==> src/core/ext_mem_pkg.sv <==
package ext_mem_pkg;

  localparam int NUM_BANKS = 4;
  localparam int CFG_W = 16;

  // Address decode: 0x6000_0000 .. 0x67FF_FFFF holds the banks.
  localparam logic [4:0] EXT_SPACE_TOP = 5'h0C;
  localparam int BANK_SEL_LSB = 25;
  localparam int BANK_SEL_MSB = 26;
  localparam int BANK_HOLE_BIT = 24;
  localparam logic [1:0] BOOT_BANK = 2'h0;

  // Configuration window 0x6C00_0000 .. 0x6C00_000F, one word per bank.
  localparam logic [27:0] REG_WINDOW = 28'h6C00000;
  localparam logic [15:0] REG_ZERO_HI = 16'h0000;

  // Bank configuration fields.
  localparam int EN_BIT = 15;
  localparam int LEN_MSB = 5;
  localparam int LEN_LSB = 2;
  localparam int WID_MSB = 1;
  localparam int WID_LSB = 0;
  localparam logic [15:0] CFG_USED_MASK = 16'h803F;
  localparam logic [63:0] CFG_RESET_ALL = 64'h003C_003E_003D_803D;
  localparam logic [1:0] WIDTH_8BIT = 2'h0;

  // Internal access sizes.
  localparam logic [1:0] SIZE_BYTE = 2'h0;
  localparam logic [1:0] SIZE_HALF = 2'h1;
  localparam logic [1:0] SIZE_WORD = 2'h2;

  // Chip select lasts the cycle length field plus this many clocks.
  localparam logic [4:0] CS_EXTRA = 5'h02;

  typedef enum logic [0:0] {
    ST_IDLE = 1'b0,
    ST_XFER = 1'b1
  } state_t;

endpackage : ext_mem_pkg

==> src/core/bank_config_file.sv <==
`timescale 1ns/1ps
`default_nettype none

module bank_config_file (
  input wire logic clk,
  input wire logic reset_n,
  input wire logic wr_en,
  input wire logic [1:0] wr_idx,
  input wire logic [15:0] wr_data,
  output logic [63:0] cfg_flat
);

  // One configuration word per bank; reserved bits are never stored.
  // Each bank keeps its own register so no variable has two writers.
  for (genvar b = 0; b < ext_mem_pkg::NUM_BANKS; b++)
  begin : g_bank
    logic [15:0] word_r;
    logic [15:0] word_nxt;

    always_comb
    begin
      if (wr_en && wr_idx == 2'(b))
        word_nxt = wr_data & ext_mem_pkg::CFG_USED_MASK;
      else
        word_nxt = word_r;
    end

    always_ff @(posedge clk or negedge reset_n)
    begin
      if (!reset_n)
        word_r <= ext_mem_pkg::CFG_RESET_ALL[b*16 +: 16];
      else
        word_r <= word_nxt;
    end

    assign cfg_flat[b*16 +: 16] = word_r;
  end

endmodule : bank_config_file

`default_nettype wire

==> src/core/ext_mem_iface.sv <==
`timescale 1ns/1ps
`default_nettype none

// Notes on behaviour
// Four banks selected by address bits 26:25.
// Only the addressed bank's select goes low.
// Drive 24 address lines, 16-bit data bus.
// Read strobe low during reads only.
// Two byte write strobes, low and high lane.
// Banks at 0x6000_0000 plus 32 MB steps.
// Config window 0x6C00_0000, 16-bit access only.
// Bank 0 always 16 bits wide.
// Zero to fifteen wait states per bank.
// Single write: select lasts length plus two.
// Single read: select lasts length plus two.
// N sub-cycles: select lasts N times single.
// Select held; write strobe gaps between subwrites.
// 8-bit bank uses low lane only.
// Word to 8-bit bank: addresses 00 to 11.
// Half write, 16-bit bank: both strobes, A0 kept.
// Word read, 16-bit bank: two reads assembled.
// Word read halves at addresses 00 then 10.
// No clock means the access never completes.
// Each bank has an accessible flag.
// Width code 00 is 8-bit, else 16-bit.
// Bit 15 enables the bank.
// Byte write to 16-bit bank: one lane strobe.
module ext_mem_iface (
  input wire logic clk,
  input wire logic reset_n,
  input wire logic req,
  input wire logic [31:0] req_addr,
  input wire logic req_write,
  input wire logic [1:0] req_size,
  input wire logic [31:0] req_wdata,
  output logic busy,
  output logic ack,
  output logic err,
  output logic [31:0] rdata,
  output logic [3:0] bank_select_n,
  output logic [23:0] mem_addr,
  input wire logic [15:0] mem_data_in,
  output logic [15:0] mem_data_out,
  output logic mem_data_oe,
  output logic read_strobe_n,
  output logic [1:0] write_strobe_n
);

  ext_mem_pkg::state_t state_r, state_nxt;
  logic [1:0] bank_r, bank_nxt;
  logic wr_r, wr_nxt;
  logic [1:0] size_r, size_nxt;
  logic wide_r, wide_nxt;
  logic [4:0] len_r, len_nxt;
  logic [2:0] nsub_r, nsub_nxt;
  logic [1:0] sub_r, sub_nxt;
  logic [4:0] cyc_r, cyc_nxt;
  logic [23:0] base_r, base_nxt;
  logic [31:0] wdata_r, wdata_nxt;
  logic [31:0] rbuf_r, rbuf_nxt;
  logic [3:0] cs_n_r, cs_n_nxt;
  logic [23:0] addr_r, addr_nxt;
  logic [15:0] dout_r, dout_nxt;
  logic doe_r, doe_nxt;
  logic rd_n_r, rd_n_nxt;
  logic [1:0] we_n_r, we_n_nxt;
  logic ack_r, ack_nxt;
  logic err_r, err_nxt;
  logic busy_r, busy_nxt;
  logic [31:0] rdata_r, rdata_nxt;
  logic [63:0] cfg_flat;
  logic cfg_we;
  logic [15:0] req_cfg;
  logic [15:0] bank_cfg;
  logic ext_hit;
  logic reg_hit;
  logic last_sub;

  ////////////////////////////////////////////////////////////////////////////

  bank_config_file u_cfg (
    .clk(clk),
    .reset_n(reset_n),
    .wr_en(cfg_we),
    .wr_idx(req_addr[3:2]),
    .wr_data(req_wdata[15:0]),
    .cfg_flat(cfg_flat)
  );

  assign req_cfg = cfg_flat[{req_addr[3:2], 4'h0} +: 16];
  assign bank_cfg = cfg_flat[{req_addr[26:25], 4'h0} +: 16];
  assign ext_hit = req_addr[31:27] == ext_mem_pkg::EXT_SPACE_TOP &&
                   !req_addr[ext_mem_pkg::BANK_HOLE_BIT];
  assign reg_hit = req_addr[31:4] == ext_mem_pkg::REG_WINDOW;
  assign last_sub = {1'b0, sub_r} == nsub_r - 3'h1;

  ////////////////////////////////////////////////////////////////////////////

  always_comb
  begin
    logic wide_v;
    logic last_v;
    logic gap_v;
    logic [1:0] lo_v;
    logic [31:0] rb_v;
    wide_v = 1'b0;
    last_v = 1'b0;
    gap_v = 1'b0;
    lo_v = 2'h0;
    rb_v = rbuf_r;
    state_nxt = state_r;
    bank_nxt = bank_r;
    wr_nxt = wr_r;
    size_nxt = size_r;
    wide_nxt = wide_r;
    len_nxt = len_r;
    nsub_nxt = nsub_r;
    sub_nxt = sub_r;
    cyc_nxt = cyc_r;
    base_nxt = base_r;
    wdata_nxt = wdata_r;
    rbuf_nxt = rbuf_r;
    rdata_nxt = rdata_r;
    ack_nxt = 1'b0;
    err_nxt = 1'b0;
    cfg_we = 1'b0;
    case (state_r)
      ext_mem_pkg::ST_IDLE:
      begin
        if (req && reg_hit)
        begin
          ack_nxt = 1'b1;
          if (req_size != ext_mem_pkg::SIZE_HALF || req_addr[1:0] != 2'h0)
            err_nxt = 1'b1;
          else if (req_write)
            cfg_we = 1'b1;
          else
            rdata_nxt = {ext_mem_pkg::REG_ZERO_HI, req_cfg};
        end
        else if (req && ext_hit && !bank_cfg[ext_mem_pkg::EN_BIT])
        begin
          ack_nxt = 1'b1;
          err_nxt = 1'b1;
        end
        else if (req && ext_hit)
        begin
          // Bank 0 ignores its width field so boot memory stays 16 bits.
          wide_v = bank_cfg[ext_mem_pkg::WID_MSB:ext_mem_pkg::WID_LSB] !=
                   ext_mem_pkg::WIDTH_8BIT ||
                   req_addr[26:25] == ext_mem_pkg::BOOT_BANK;
          state_nxt = ext_mem_pkg::ST_XFER;
          bank_nxt = req_addr[ext_mem_pkg::BANK_SEL_MSB:
                              ext_mem_pkg::BANK_SEL_LSB];
          wr_nxt = req_write;
          size_nxt = req_size;
          wide_nxt = wide_v;
          len_nxt = 5'(bank_cfg[ext_mem_pkg::LEN_MSB:ext_mem_pkg::LEN_LSB]) +
                    ext_mem_pkg::CS_EXTRA;
          case (req_size)
            ext_mem_pkg::SIZE_WORD: nsub_nxt = wide_v ? 3'h2 : 3'h4;
            ext_mem_pkg::SIZE_HALF: nsub_nxt = wide_v ? 3'h1 : 3'h2;
            default: nsub_nxt = 3'h1;
          endcase
          if (req_size == ext_mem_pkg::SIZE_WORD)
            base_nxt = {req_addr[23:2], 2'h0};
          else if (req_size == ext_mem_pkg::SIZE_HALF && !wide_v)
            base_nxt = {req_addr[23:1], 1'b0};
          else
            base_nxt = req_addr[23:0];
          sub_nxt = 2'h0;
          cyc_nxt = 5'h00;
          wdata_nxt = req_wdata;
          rbuf_nxt = 32'h0000_0000;
        end
        else if (req)
        begin
          ack_nxt = 1'b1;
          err_nxt = 1'b1;
        end
      end
      ext_mem_pkg::ST_XFER:
      begin
        // Without a clock this state is never left, so the access hangs.

        cyc_nxt = cyc_r + 5'h01;
        if (cyc_r == len_r - 5'h01)
        begin
          cyc_nxt = 5'h00;
          if (!wide_r)
            rb_v[{sub_r, 3'h0} +: 8] = mem_data_in[7:0];
          else if (size_r == ext_mem_pkg::SIZE_WORD)
            rb_v[{sub_r[0], 4'h0} +: 16] = mem_data_in;
          else if (size_r == ext_mem_pkg::SIZE_HALF)
            rb_v[15:0] = mem_data_in;
          else
            rb_v[7:0] = base_r[0] ? mem_data_in[15:8] : mem_data_in[7:0];
          if (!wr_r)
            rbuf_nxt = rb_v;
          if (last_sub)
          begin
            state_nxt = ext_mem_pkg::ST_IDLE;
            ack_nxt = 1'b1;
            if (!wr_r)
              rdata_nxt = rb_v;
          end
          else
            sub_nxt = sub_r + 2'h1;
        end
      end
      default:
      begin
        state_nxt = ext_mem_pkg::ST_IDLE;
      end
    endcase

    // Pin values follow the state being entered, so they line up with it.
    last_v = {1'b0, sub_nxt} == nsub_nxt - 3'h1;
    if (wide_nxt)
      lo_v = {base_nxt[1] | sub_nxt[0], base_nxt[0]};
    else
      lo_v = base_nxt[1:0] + sub_nxt;
    busy_nxt = state_nxt == ext_mem_pkg::ST_XFER;
    cs_n_nxt = 4'hF;
    if (busy_nxt)
      cs_n_nxt[bank_nxt] = 1'b0;
    addr_nxt = {base_nxt[23:2], lo_v};
    rd_n_nxt = !(busy_nxt && !wr_nxt);
    gap_v = cyc_nxt == len_nxt - 5'h01 && !last_v;
    we_n_nxt = 2'h3;
    if (busy_nxt && wr_nxt && !gap_v)
    begin
      if (!wide_nxt)
        we_n_nxt = 2'h2;
      else if (size_nxt == ext_mem_pkg::SIZE_BYTE)
        we_n_nxt = base_nxt[0] ? 2'h1 : 2'h2;
      else
        we_n_nxt = 2'h0;
    end
    if (!wide_nxt)
      dout_nxt = {8'h00, wdata_nxt[{sub_nxt, 3'h0} +: 8]};
    else if (size_nxt == ext_mem_pkg::SIZE_WORD)
      dout_nxt = wdata_nxt[{sub_nxt[0], 4'h0} +: 16];
    else if (size_nxt == ext_mem_pkg::SIZE_BYTE)
      dout_nxt = {wdata_nxt[7:0], wdata_nxt[7:0]};
    else
      dout_nxt = wdata_nxt[15:0];
    doe_nxt = busy_nxt && wr_nxt;
  end

  always_ff @(posedge clk or negedge reset_n)
  begin
    if (!reset_n)
    begin
      state_r <= ext_mem_pkg::ST_IDLE;
      bank_r <= 2'h0;
      wr_r <= 1'b0;
      size_r <= 2'h0;
      wide_r <= 1'b0;
      len_r <= 5'h00;
      nsub_r <= 3'h0;
      sub_r <= 2'h0;
      cyc_r <= 5'h00;
      base_r <= 24'h000000;
      wdata_r <= 32'h0000_0000;
      rbuf_r <= 32'h0000_0000;
      cs_n_r <= 4'hF;
      addr_r <= 24'h000000;
      dout_r <= 16'h0000;
      doe_r <= 1'b0;
      rd_n_r <= 1'b1;
      we_n_r <= 2'h3;
      ack_r <= 1'b0;
      err_r <= 1'b0;
      busy_r <= 1'b0;
      rdata_r <= 32'h0000_0000;
    end
    else
    begin
      state_r <= state_nxt;
      bank_r <= bank_nxt;
      wr_r <= wr_nxt;
      size_r <= size_nxt;
      wide_r <= wide_nxt;
      len_r <= len_nxt;
      nsub_r <= nsub_nxt;
      sub_r <= sub_nxt;
      cyc_r <= cyc_nxt;
      base_r <= base_nxt;
      wdata_r <= wdata_nxt;
      rbuf_r <= rbuf_nxt;
      cs_n_r <= cs_n_nxt;
      addr_r <= addr_nxt;
      dout_r <= dout_nxt;
      doe_r <= doe_nxt;
      rd_n_r <= rd_n_nxt;
      we_n_r <= we_n_nxt;
      ack_r <= ack_nxt;
      err_r <= err_nxt;
      busy_r <= busy_nxt;
      rdata_r <= rdata_nxt;
    end
  end

  assign busy = busy_r;
  assign ack = ack_r;
  assign err = err_r;
  assign rdata = rdata_r;
  assign bank_select_n = cs_n_r;
  assign mem_addr = addr_r;
  assign mem_data_out = dout_r;
  assign mem_data_oe = doe_r;
  assign read_strobe_n = rd_n_r;
  assign write_strobe_n = we_n_r;

  ////////////////////////////////////////////////////////////////////////////

  // Counts how long a bank select has been low, for the length check.
  logic [7:0] cs_cnt_r;
  always_ff @(posedge clk or negedge reset_n)
  begin
    if (!reset_n)
      cs_cnt_r <= 8'h00;
    else if (!(&cs_n_r))
      cs_cnt_r <= cs_cnt_r + 8'h01;
    else
      cs_cnt_r <= 8'h00;
  end
endmodule : ext_mem_iface

`default_nettype wire

==> config.mk <==
export PLATFORM = sky130hd
export DESIGN_NAME = ext_mem_iface
export DESIGN_NICKNAME = d
export VERILOG_FILES = /design/src/core/ext_mem_pkg.sv /design/src/core/bank_config_file.sv /design/src/core/ext_mem_iface.sv
export SDC_FILE = /design/constraint.sdc
export NUM_CORES = 1
export LEC_CHECK = 0
export ABC_CLOCK_PERIOD_IN_PS = 9470
export BUFFER_PORTS_ARGS = -buffer_cell sky130_fd_sc_hd__buf_2
export CAP_MARGIN = 15
export CORE_ASPECT_RATIO = 1.4
export CORE_MARGIN = 4
export CORE_UTILIZATION = 45
export CTS_BUF_LIST = sky130_fd_sc_hd__clkbuf_8
export CTS_CLUSTER_DIAMETER = 200
export CTS_CLUSTER_SIZE = 20
export DETAILED_ROUTE_END_ITERATION = 8
export GPL_TIMING_DRIVEN = 0
export PLACE_DENSITY = 0.75
export SETUP_SLACK_MARGIN = 0.4
export SLEW_MARGIN = 20
export SYNTH_ARGS = -nofsm -noshare
export SYNTH_HDL_FRONTEND = slang
export SYNTH_SLANG_ARGS = --single-unit
==> constraint.sdc <==
create_clock -name clk -period 9.47 [get_ports clk]
set_clock_uncertainty 0.2 [all_clocks]
set_input_delay 0 -clock clk [delete_from_list [all_inputs] [get_ports clk]]
set_output_delay 0 -clock clk [all_outputs]
set_load 0.01 [all_outputs]
After elaboration in Yosys (flattened, before gate mapping)
Index checks and enable logic that the tools add are counted.
Widths: inputs -> output; s select.
- register bits: 220
- input port bits: 86
- output and inout bits: 83
- add/subtract/negate cells: 10
- magnitude comparators: 2
- equal/unequal tests: 24
- shifts and indexed selects: 8
- mux-type cells: 99
- bitwise logic cells: 3
- reduce and logical (&&, ||, !) cells: 30
- operators by type and width (cell ; count):
    $mux 32 ; 15
    $pmux 32 s2 ; 2
    $shiftx 64x7->16 ; 2
    $mux 24 ; 4
    $mux 16 ; 5
    $bwmux 32 ; 2
    $mux 2 ; 20
    $mux 5 ; 8
    $shift 16x7->32 const A ; 1
    $shift 8x7->32 const A ; 1
    $shiftx 16x7->32 ; 1
    $shiftx 32x6->16 ; 1
    $shiftx 32x6->8 ; 1
    $shiftx 8x7->32 ; 1
    $eq 28x27->1 const B ; 1
    $mux 1 ; 28
    $mux 8 ; 3
    $mux 3 ; 5
    $logic_and 1x1->1 ; 14
    $ne 2x2->1 const B ; 7
    $neg 5->7 ; 2
    $eq 2x2->1 const B ; 5
    $eq 5x5->1 ; 2
    $pmux 5 s2 ; 1
    26 further kinds ; 44

Longest topological paths before layout
- depth after elaboration: 16
- depth in mapped cells: 16

By module
Synthesis repeated with hierarchy kept, for this count alone.
- cell total of the unflattened synthesis: 962
- area, all modules: 10762.8 um2
- modules (own cells, without submodules) (module ; instances ; cells an instance ; area an instance (um2)):
    ext_mem_iface ; 1 ; 865 ; 9396.5
    bank_config_file ; 1 ; 97 ; 1366.3

Worst setup path after synthesis
OpenSTA, ideal clock, no wires.
- path kind: flip-flop to flip-flop
- start point: reg u_cfg.g_bank[3].word_r[15]
- end point: reg we_n_r[1] (netlist: write_strobe_n[1])
- data arrival time: 3.021 ns
- data required time: 9.172 ns
- path slack: 6.151 ns
- cell stages (with the launch flop): 16
- path buffers: 3
- clock period less this slack: 3.319 ns
- cells stage by stage: dfrtp_1 -> mux4_2 -> nand4_2 -> buf_2 -> buf_2 -> buf_2 -> nand2_1 -> o21ai_0 -> inv_1 -> ha_1 -> nor2_1 -> a2bb2oi_1 -> a2111oi_0 -> nand4_1 -> nand4_1 -> o2111ai_1
- longest elaborated chain between the ends: 13
- elaborated cells between the ends (all ways): 44
- ends and longest elaborated chain (what ; line ; text):
    start, declared ; bank_config_file.sv:17 ; logic [15:0] word_r;
    start signal, assigned ; bank_config_file.sv:31 ; word_r <= ext_mem_pkg::CFG_RESET_ALL[b*16 +: 16];
    start signal, assigned ; bank_config_file.sv:33 ; word_r <= word_nxt;
    $shiftx 64x7->16 ; ext_mem_iface.sv:91 ; assign bank_cfg = cfg_flat[{req_addr[26:25], 4'h0} +: 16];
    $logic_not 1->1 ; ext_mem_iface.sv:140 ; else if (req && ext_hit && !bank_cfg[ext_mem_pkg::EN_BIT])
    $logic_and 1x1->1 ; ext_mem_iface.sv:140 ;
    $mux 3 ; ext_mem_iface.sv:140 ;
    $mux 3 ; ext_mem_iface.sv:130 ; if (req && reg_hit)
    $mux 3 ; ext_mem_iface.sv:127 ; case (state_r)
    named net nsub_nxt[1] ; ext_mem_iface.sv:55 ; logic [2:0] nsub_r, nsub_nxt;
    $sub 3x1->3 ; ext_mem_iface.sv:217 ; last_v = {1'b0, sub_nxt} == nsub_nxt - 3'h1;
    $eq 2x3->1 ; ext_mem_iface.sv:217 ;
    $logic_not 1->1 ; ext_mem_iface.sv:228 ; gap_v = cyc_nxt == len_nxt - 5'h01 && !last_v;
    $logic_and 1x1->1 ; ext_mem_iface.sv:228 ;
    $logic_not 1->1 ; ext_mem_iface.sv:230 ; if (busy_nxt && wr_nxt && !gap_v)
    $logic_and 1x1->1 ; ext_mem_iface.sv:230 ;
    $mux 2 ; ext_mem_iface.sv:230 ;
    named net we_n_nxt[1] ; ext_mem_iface.sv:66 ; logic [1:0] we_n_r, we_n_nxt;
    end signal, assigned ; ext_mem_iface.sv:296 ; we_n_r <= we_n_nxt;
    end, declared ; ext_mem_iface.sv:66 ;
The timed path passes the listed nets, and every way through them passes these cells.
A chain may end at the register's enable or synchronous reset.

Worst setup path after layout
Same ends and word-level chain as after synthesis.

==> summary.md <==
| Metric | Value |
|---|---|
| Outcome | `completed` |
| Number of enable-type register cells in the synthesized netlist | `0` |
| Worst hold slack after final layout | `0.0188 ns` |
| P_int | `0.00112 W` |
| Register bit total from synthesis | `198` |
| Detailed Route WL | `31000 µm` |
| Number of vias per cell after detailed routing | `5.68` |
| Pin slew with the least headroom to its limit | `1.10 ns` |
| Die outline area | `0.0259 mm²` |
| Worst rel slew slack | `0.260` |
| Number of antenna diodes | `0` |
| Post-synthesis cell area | `0.0105 mm²` |
| Area of all placed cells without fillers | `0.0132 mm²` |
| Met3 layer usage reported by global route | `0.0388` |
| Setup TNS | `0 ns` |
| First-pass GRT wire length | `49100 µm` |
| Number of gates resized after cts | `0` |
| Core area | `0.0228 mm²` |
| Type of the tightest min-delay check | `in2reg` |
| Die Span X | `137 µm` |
| Warning count from the yosys run | `0` |
| Post-place setup slack | `5.35 ns` |
| Hold Fails Final Rpt | `0` |
| TritonCTS buffer count | `17` |
| Total of max-cap violations | `0` |
| Drt initial violations | `611` |
| Post-synth ARST share | `1.00` |
| Post-detailed-route wirelength per cell | `19.3 µm` |
| Switching share of total power | `0.253` |
| Type of the setup path with the least slack | `reg2reg` |
| Total leakage power | `7.01 nW` |
| GRT Overall Usage | `0.241` |
| Power share of the combinational group | `0.066` |
| Maximum net fanout on the critical path | `10` |
| Fin worst setup slack | `5.33 ns` |
| Remaining routing DRC violations | `0` |
| M1 GR Usage | `0.283` |
| Most instantiated flip-flop cell in the synthesis netlist | `sky130_fd_sc_hd__dfrtp_1` |
| Net count of the finished layout | `1397` |
| DP Wirelength | `22100 µm` |
| Critical Path Start Type | `flop` |
| Cell variety after synth | `79` |
| Busiest grt layer | `met2` |
| Clock sink total | `198` |
| Antenna violation net count after detailed routing | `0` |
| Antenna violations before repair | `0` |
| Layout overhead on the synthesized area | `25.4%` |
| TritonCTS clock tree | `done` |
| Clock-pin slew of the registers on the worst-case setup and hold paths | `0.11 ns` |
| Sw power | `0.000377 W` |
| Final-report setup violation count | `0` |
| Maximum resistive drop on vdd | `0.0886 mV` |
| Leading cell types by total area after synthesis | `sky130_fd_sc_hd__dfrtp_1, sky130_fd_sc_hd__mux2i_1, sky130_fd_sc_hd__nand2_1` |
| Via Count | `9151` |
| Proportion of layout cells with a drive suffix above 1 | `0.271` |
| Max Root-Sink Buffers | `2` |
| Clock network fraction of design power | `0.368` |
| Share of synthesized area occupied by flip-flops and latches | `0.474` |
| Fraction of synthesized cell area taken by the top area cell type | `0.407` |
| Maximum clock frequency | `0.242 GHz` |
| RSZ-0062 raised after global routing | `no` |
| Required time worst endpoint | `9.66 ns` |
| Drt first pass iters | `5` |
| Standard-cell rows | `65` |
| Chip Height | `189 µm` |
| Fin crit share | `0.437` |
| Post-synthesis cell type with the largest combined area | `sky130_fd_sc_hd__dfrtp_1` |
| Number of global-route vias before repair | `9395` |
| Pins Over Slew Limit | `0` |
| Cell count after synthesis | `1010` |
| Aggregate global routing overflow | `0` |
| Cell at the root of the clock tree | `sky130_fd_sc_hd__clkbuf_8` |
| Total power after layout | `0.00149 W` |
| Number of I/O pins | `169` |
| Count of port buffers added during placement | `168` |
| Htree depth | `4` |
| Power density over the cells | `113 mW/mm²` |
| Synthesized net count | `1110` |
| Met2 Resource Use GR | `0.430` |
| Initial cell density of the core | `0.462` |
| CP Capture Type | `flop` |
| Post-layout min period | `4.14 ns` |
| Post-Syn Area per Cell | `10.4 µm²` |
| Final weighted congestion in routability-driven placement | `0.941` |
| Arrival time reported for the critical path endpoint | `4.33 ns` |
| Pin count of the biggest net entering global routing | `83` |
| Post-DP Area | `0.0118 mm²` |
| Clock latency on the worst-skew pair | `0.49 ns` |
| Sequential share of power | `0.566` |
==> cell type report <==
| class | instances | area [µm²] |
|---|---|---|
| well taps | 301 | 377 |
| multi-input cells | 669 | 4830 |
| flip-flops and latches | 198 | 4990 |
| inverters | 63 | 236 |
| clock buffers | 18 | 248 |
| repair buffers | 268 | 1900 |
| plain buffers | 80 | 457 |
| fillers | 1931 | 9590 |
| clock inverters | 14 | 145 |
==> power groups by stage <==
| stage | combinational [W] | clock [W] | sequential (W) |
|---|---|---|---|
| after global placement | 0.0000643 | 0 | 0.000862 |
| after detailed placement | 0.0000678 | 0 | 0.000862 |
| final | 0.0000979 | 0.000550 | 0.000846 |
| after CTS | 0.0000973 | 0.000560 | 0.000846 |
| after floorplan | 0.0000144 | 0 | 0.000863 |
| after global routing | 0.000106 | 0.000591 | 0.000846 |
==> cells in the mapped netlist (all sizes together), types with 9 or more instances <==
master,n
xor2,10
nand3,20
ha,14
a21oi,35
inv,59
nor2,31
dfstp,27
a22oi,9
mux2i,97
clkbuf,28
o21ai,26
dfrtp,171
mux4,11
a311oi,9
buf,52
a211oi,29
a221oi,32
nand2,192
mux2,46
==> worst max-delay path, stage by stage, from the launching register on <==
cell	delay [ns]
sky130_fd_sc_hd__dfrtp_1	0.40
sky130_fd_sc_hd__mux4_2	0.60
sky130_fd_sc_hd__nand4_2	0.20
sky130_fd_sc_hd__buf_2	0.28
sky130_fd_sc_hd__buf_2	0.39
sky130_fd_sc_hd__buf_2	0.31
sky130_fd_sc_hd__nand2_1	0.08
sky130_fd_sc_hd__o21ai_0	0.10
sky130_fd_sc_hd__inv_1	0.07
sky130_fd_sc_hd__ha_1	0.37
sky130_fd_sc_hd__nor2_1	0.06
sky130_fd_sc_hd__a2bb2oi_1	0.13
sky130_fd_sc_hd__a2111oi_0	0.36
sky130_fd_sc_hd__nand4_1	0.16
sky130_fd_sc_hd__nand4_1	0.19
sky130_fd_sc_hd__o2111ai_1	0.16
==> cell families after synthesis <==
| kind of cell | share of synthesized area |
|---|---|
| AO/OA/AOI/OAI | 0.131 |
| XOR/XNOR | 0.0163 |
| adder cells (fa/ha/maj) | 0.0167 |
| buffers and inverters | 0.0659 |
| flip-flops | 0.474 |
| multiplexers | 0.165 |
| AND/OR/NAND/NOR | 0.131 |
==> cells in the final DEF (no fill, tap or decap), types with 3 or more instances in the layout <==
cell type | Yosys | final
sky130_fd_sc_hd__nand2_1 | 192 | 192
sky130_fd_sc_hd__dlygate4sd3_1 | 0 | 97
sky130_fd_sc_hd__a311oi_1 | 9 | 9
sky130_fd_sc_hd__clkinv_1 | 4 | 4
sky130_fd_sc_hd__a22o_1 | 7 | 7
sky130_fd_sc_hd__nor2b_1 | 4 | 4
sky130_fd_sc_hd__inv_6 | 0 | 3
sky130_fd_sc_hd__a22oi_1 | 9 | 9
sky130_fd_sc_hd__nor4_1 | 7 | 7
sky130_fd_sc_hd__a32o_1 | 3 | 3
sky130_fd_sc_hd__inv_1 | 58 | 58
sky130_fd_sc_hd__nand2b_1 | 8 | 8
sky130_fd_sc_hd__mux4_2 | 10 | 10
sky130_fd_sc_hd__xnor2_1 | 7 | 7
sky130_fd_sc_hd__dfstp_2 | 27 | 27
sky130_fd_sc_hd__nor3_1 | 5 | 5
sky130_fd_sc_hd__xor2_1 | 10 | 10
sky130_fd_sc_hd__and3_1 | 3 | 3
sky130_fd_sc_hd__buf_4 | 27 | 27
sky130_fd_sc_hd__ha_1 | 14 | 14
sky130_fd_sc_hd__a311o_1 | 8 | 8
sky130_fd_sc_hd__nor4b_1 | 3 | 3
sky130_fd_sc_hd__a21oi_1 | 34 | 34
sky130_fd_sc_hd__clkbuf_1 | 28 | 28
sky130_fd_sc_hd__clkbuf_8 | 0 | 18
sky130_fd_sc_hd__o21ai_0 | 22 | 22
sky130_fd_sc_hd__nand4_1 | 3 | 3
sky130_fd_sc_hd__a31oi_1 | 4 | 4
sky130_fd_sc_hd__dfrtp_1 | 171 | 171
sky130_fd_sc_hd__mux2_2 | 46 | 46
sky130_fd_sc_hd__nor2_1 | 27 | 27
sky130_fd_sc_hd__mux2i_1 | 97 | 97
sky130_fd_sc_hd__a211oi_1 | 28 | 28
sky130_fd_sc_hd__buf_6 | 4 | 4
sky130_fd_sc_hd__buf_2 | 20 | 187
sky130_fd_sc_hd__clkinvlp_4 | 0 | 3
sky130_fd_sc_hd__nand3_1 | 19 | 19
sky130_fd_sc_hd__o21ai_1 | 3 | 3
sky130_fd_sc_hd__a221oi_1 | 32 | 32
==> sequential cells by signal, summed over array words and instances (netlist names), 2 cells and up <==
name and flops:
u_cfg.g_bank.word_r 28, bank_select_n 4, mem_addr 24, cyc_r 5, bank_r 2, sub_r 2
rbuf_r 32, len_r 5, size_r 2, rdata 32, mem_data_out 16, write_strobe_n 2
base_r 2, wdata_r 32, nsub_r 3
==> per-stage QoR <==
stage	instances	utilization
after global placement	1479	0.515
after detailed placement	1481	0.518
after CTS	1611	0.579
after global routing	1611	0.579
after floorplan	1010	-
final	1611	0.579
==> layer usage <==
metal | wire length [µm] | part of all wire | vias up
met4 | 1210 | 0.039 | 0
met1 | 12000 | 0.39 | 4513
li1 | - | - | 4165
met2 | 16200 | 0.52 | 384
met3 | 1640 | 0.053 | 89
met5 | 0 | 0 | -
==> final timing paths <==
check	startpoint	to	slack [ns]	depth (start not counted)
min in group asynchronous	reset_n	read_strobe_n	0.44	3
max	u_cfg.g_bank[3].word_r[15]	write_strobe_n[1]	5.33	15
min	req_addr[24]	rdata[0]	0.02	8
max reg2reg	u_cfg.g_bank[3].word_r[15]	write_strobe_n[1]	5.33	15
min reg2reg	rdata[20]	rdata[20]	0.27	2
max in group asynchronous	reset_n	u_cfg.g_bank[0].word_r[15]	8.17	4
==> timing repair <==
action                    CTS  global route
hold endpoints to repair  380             0
hold buffers               98             0
setup buffers               0             0
Note: power is estimated with default switching activity, not from simulation.
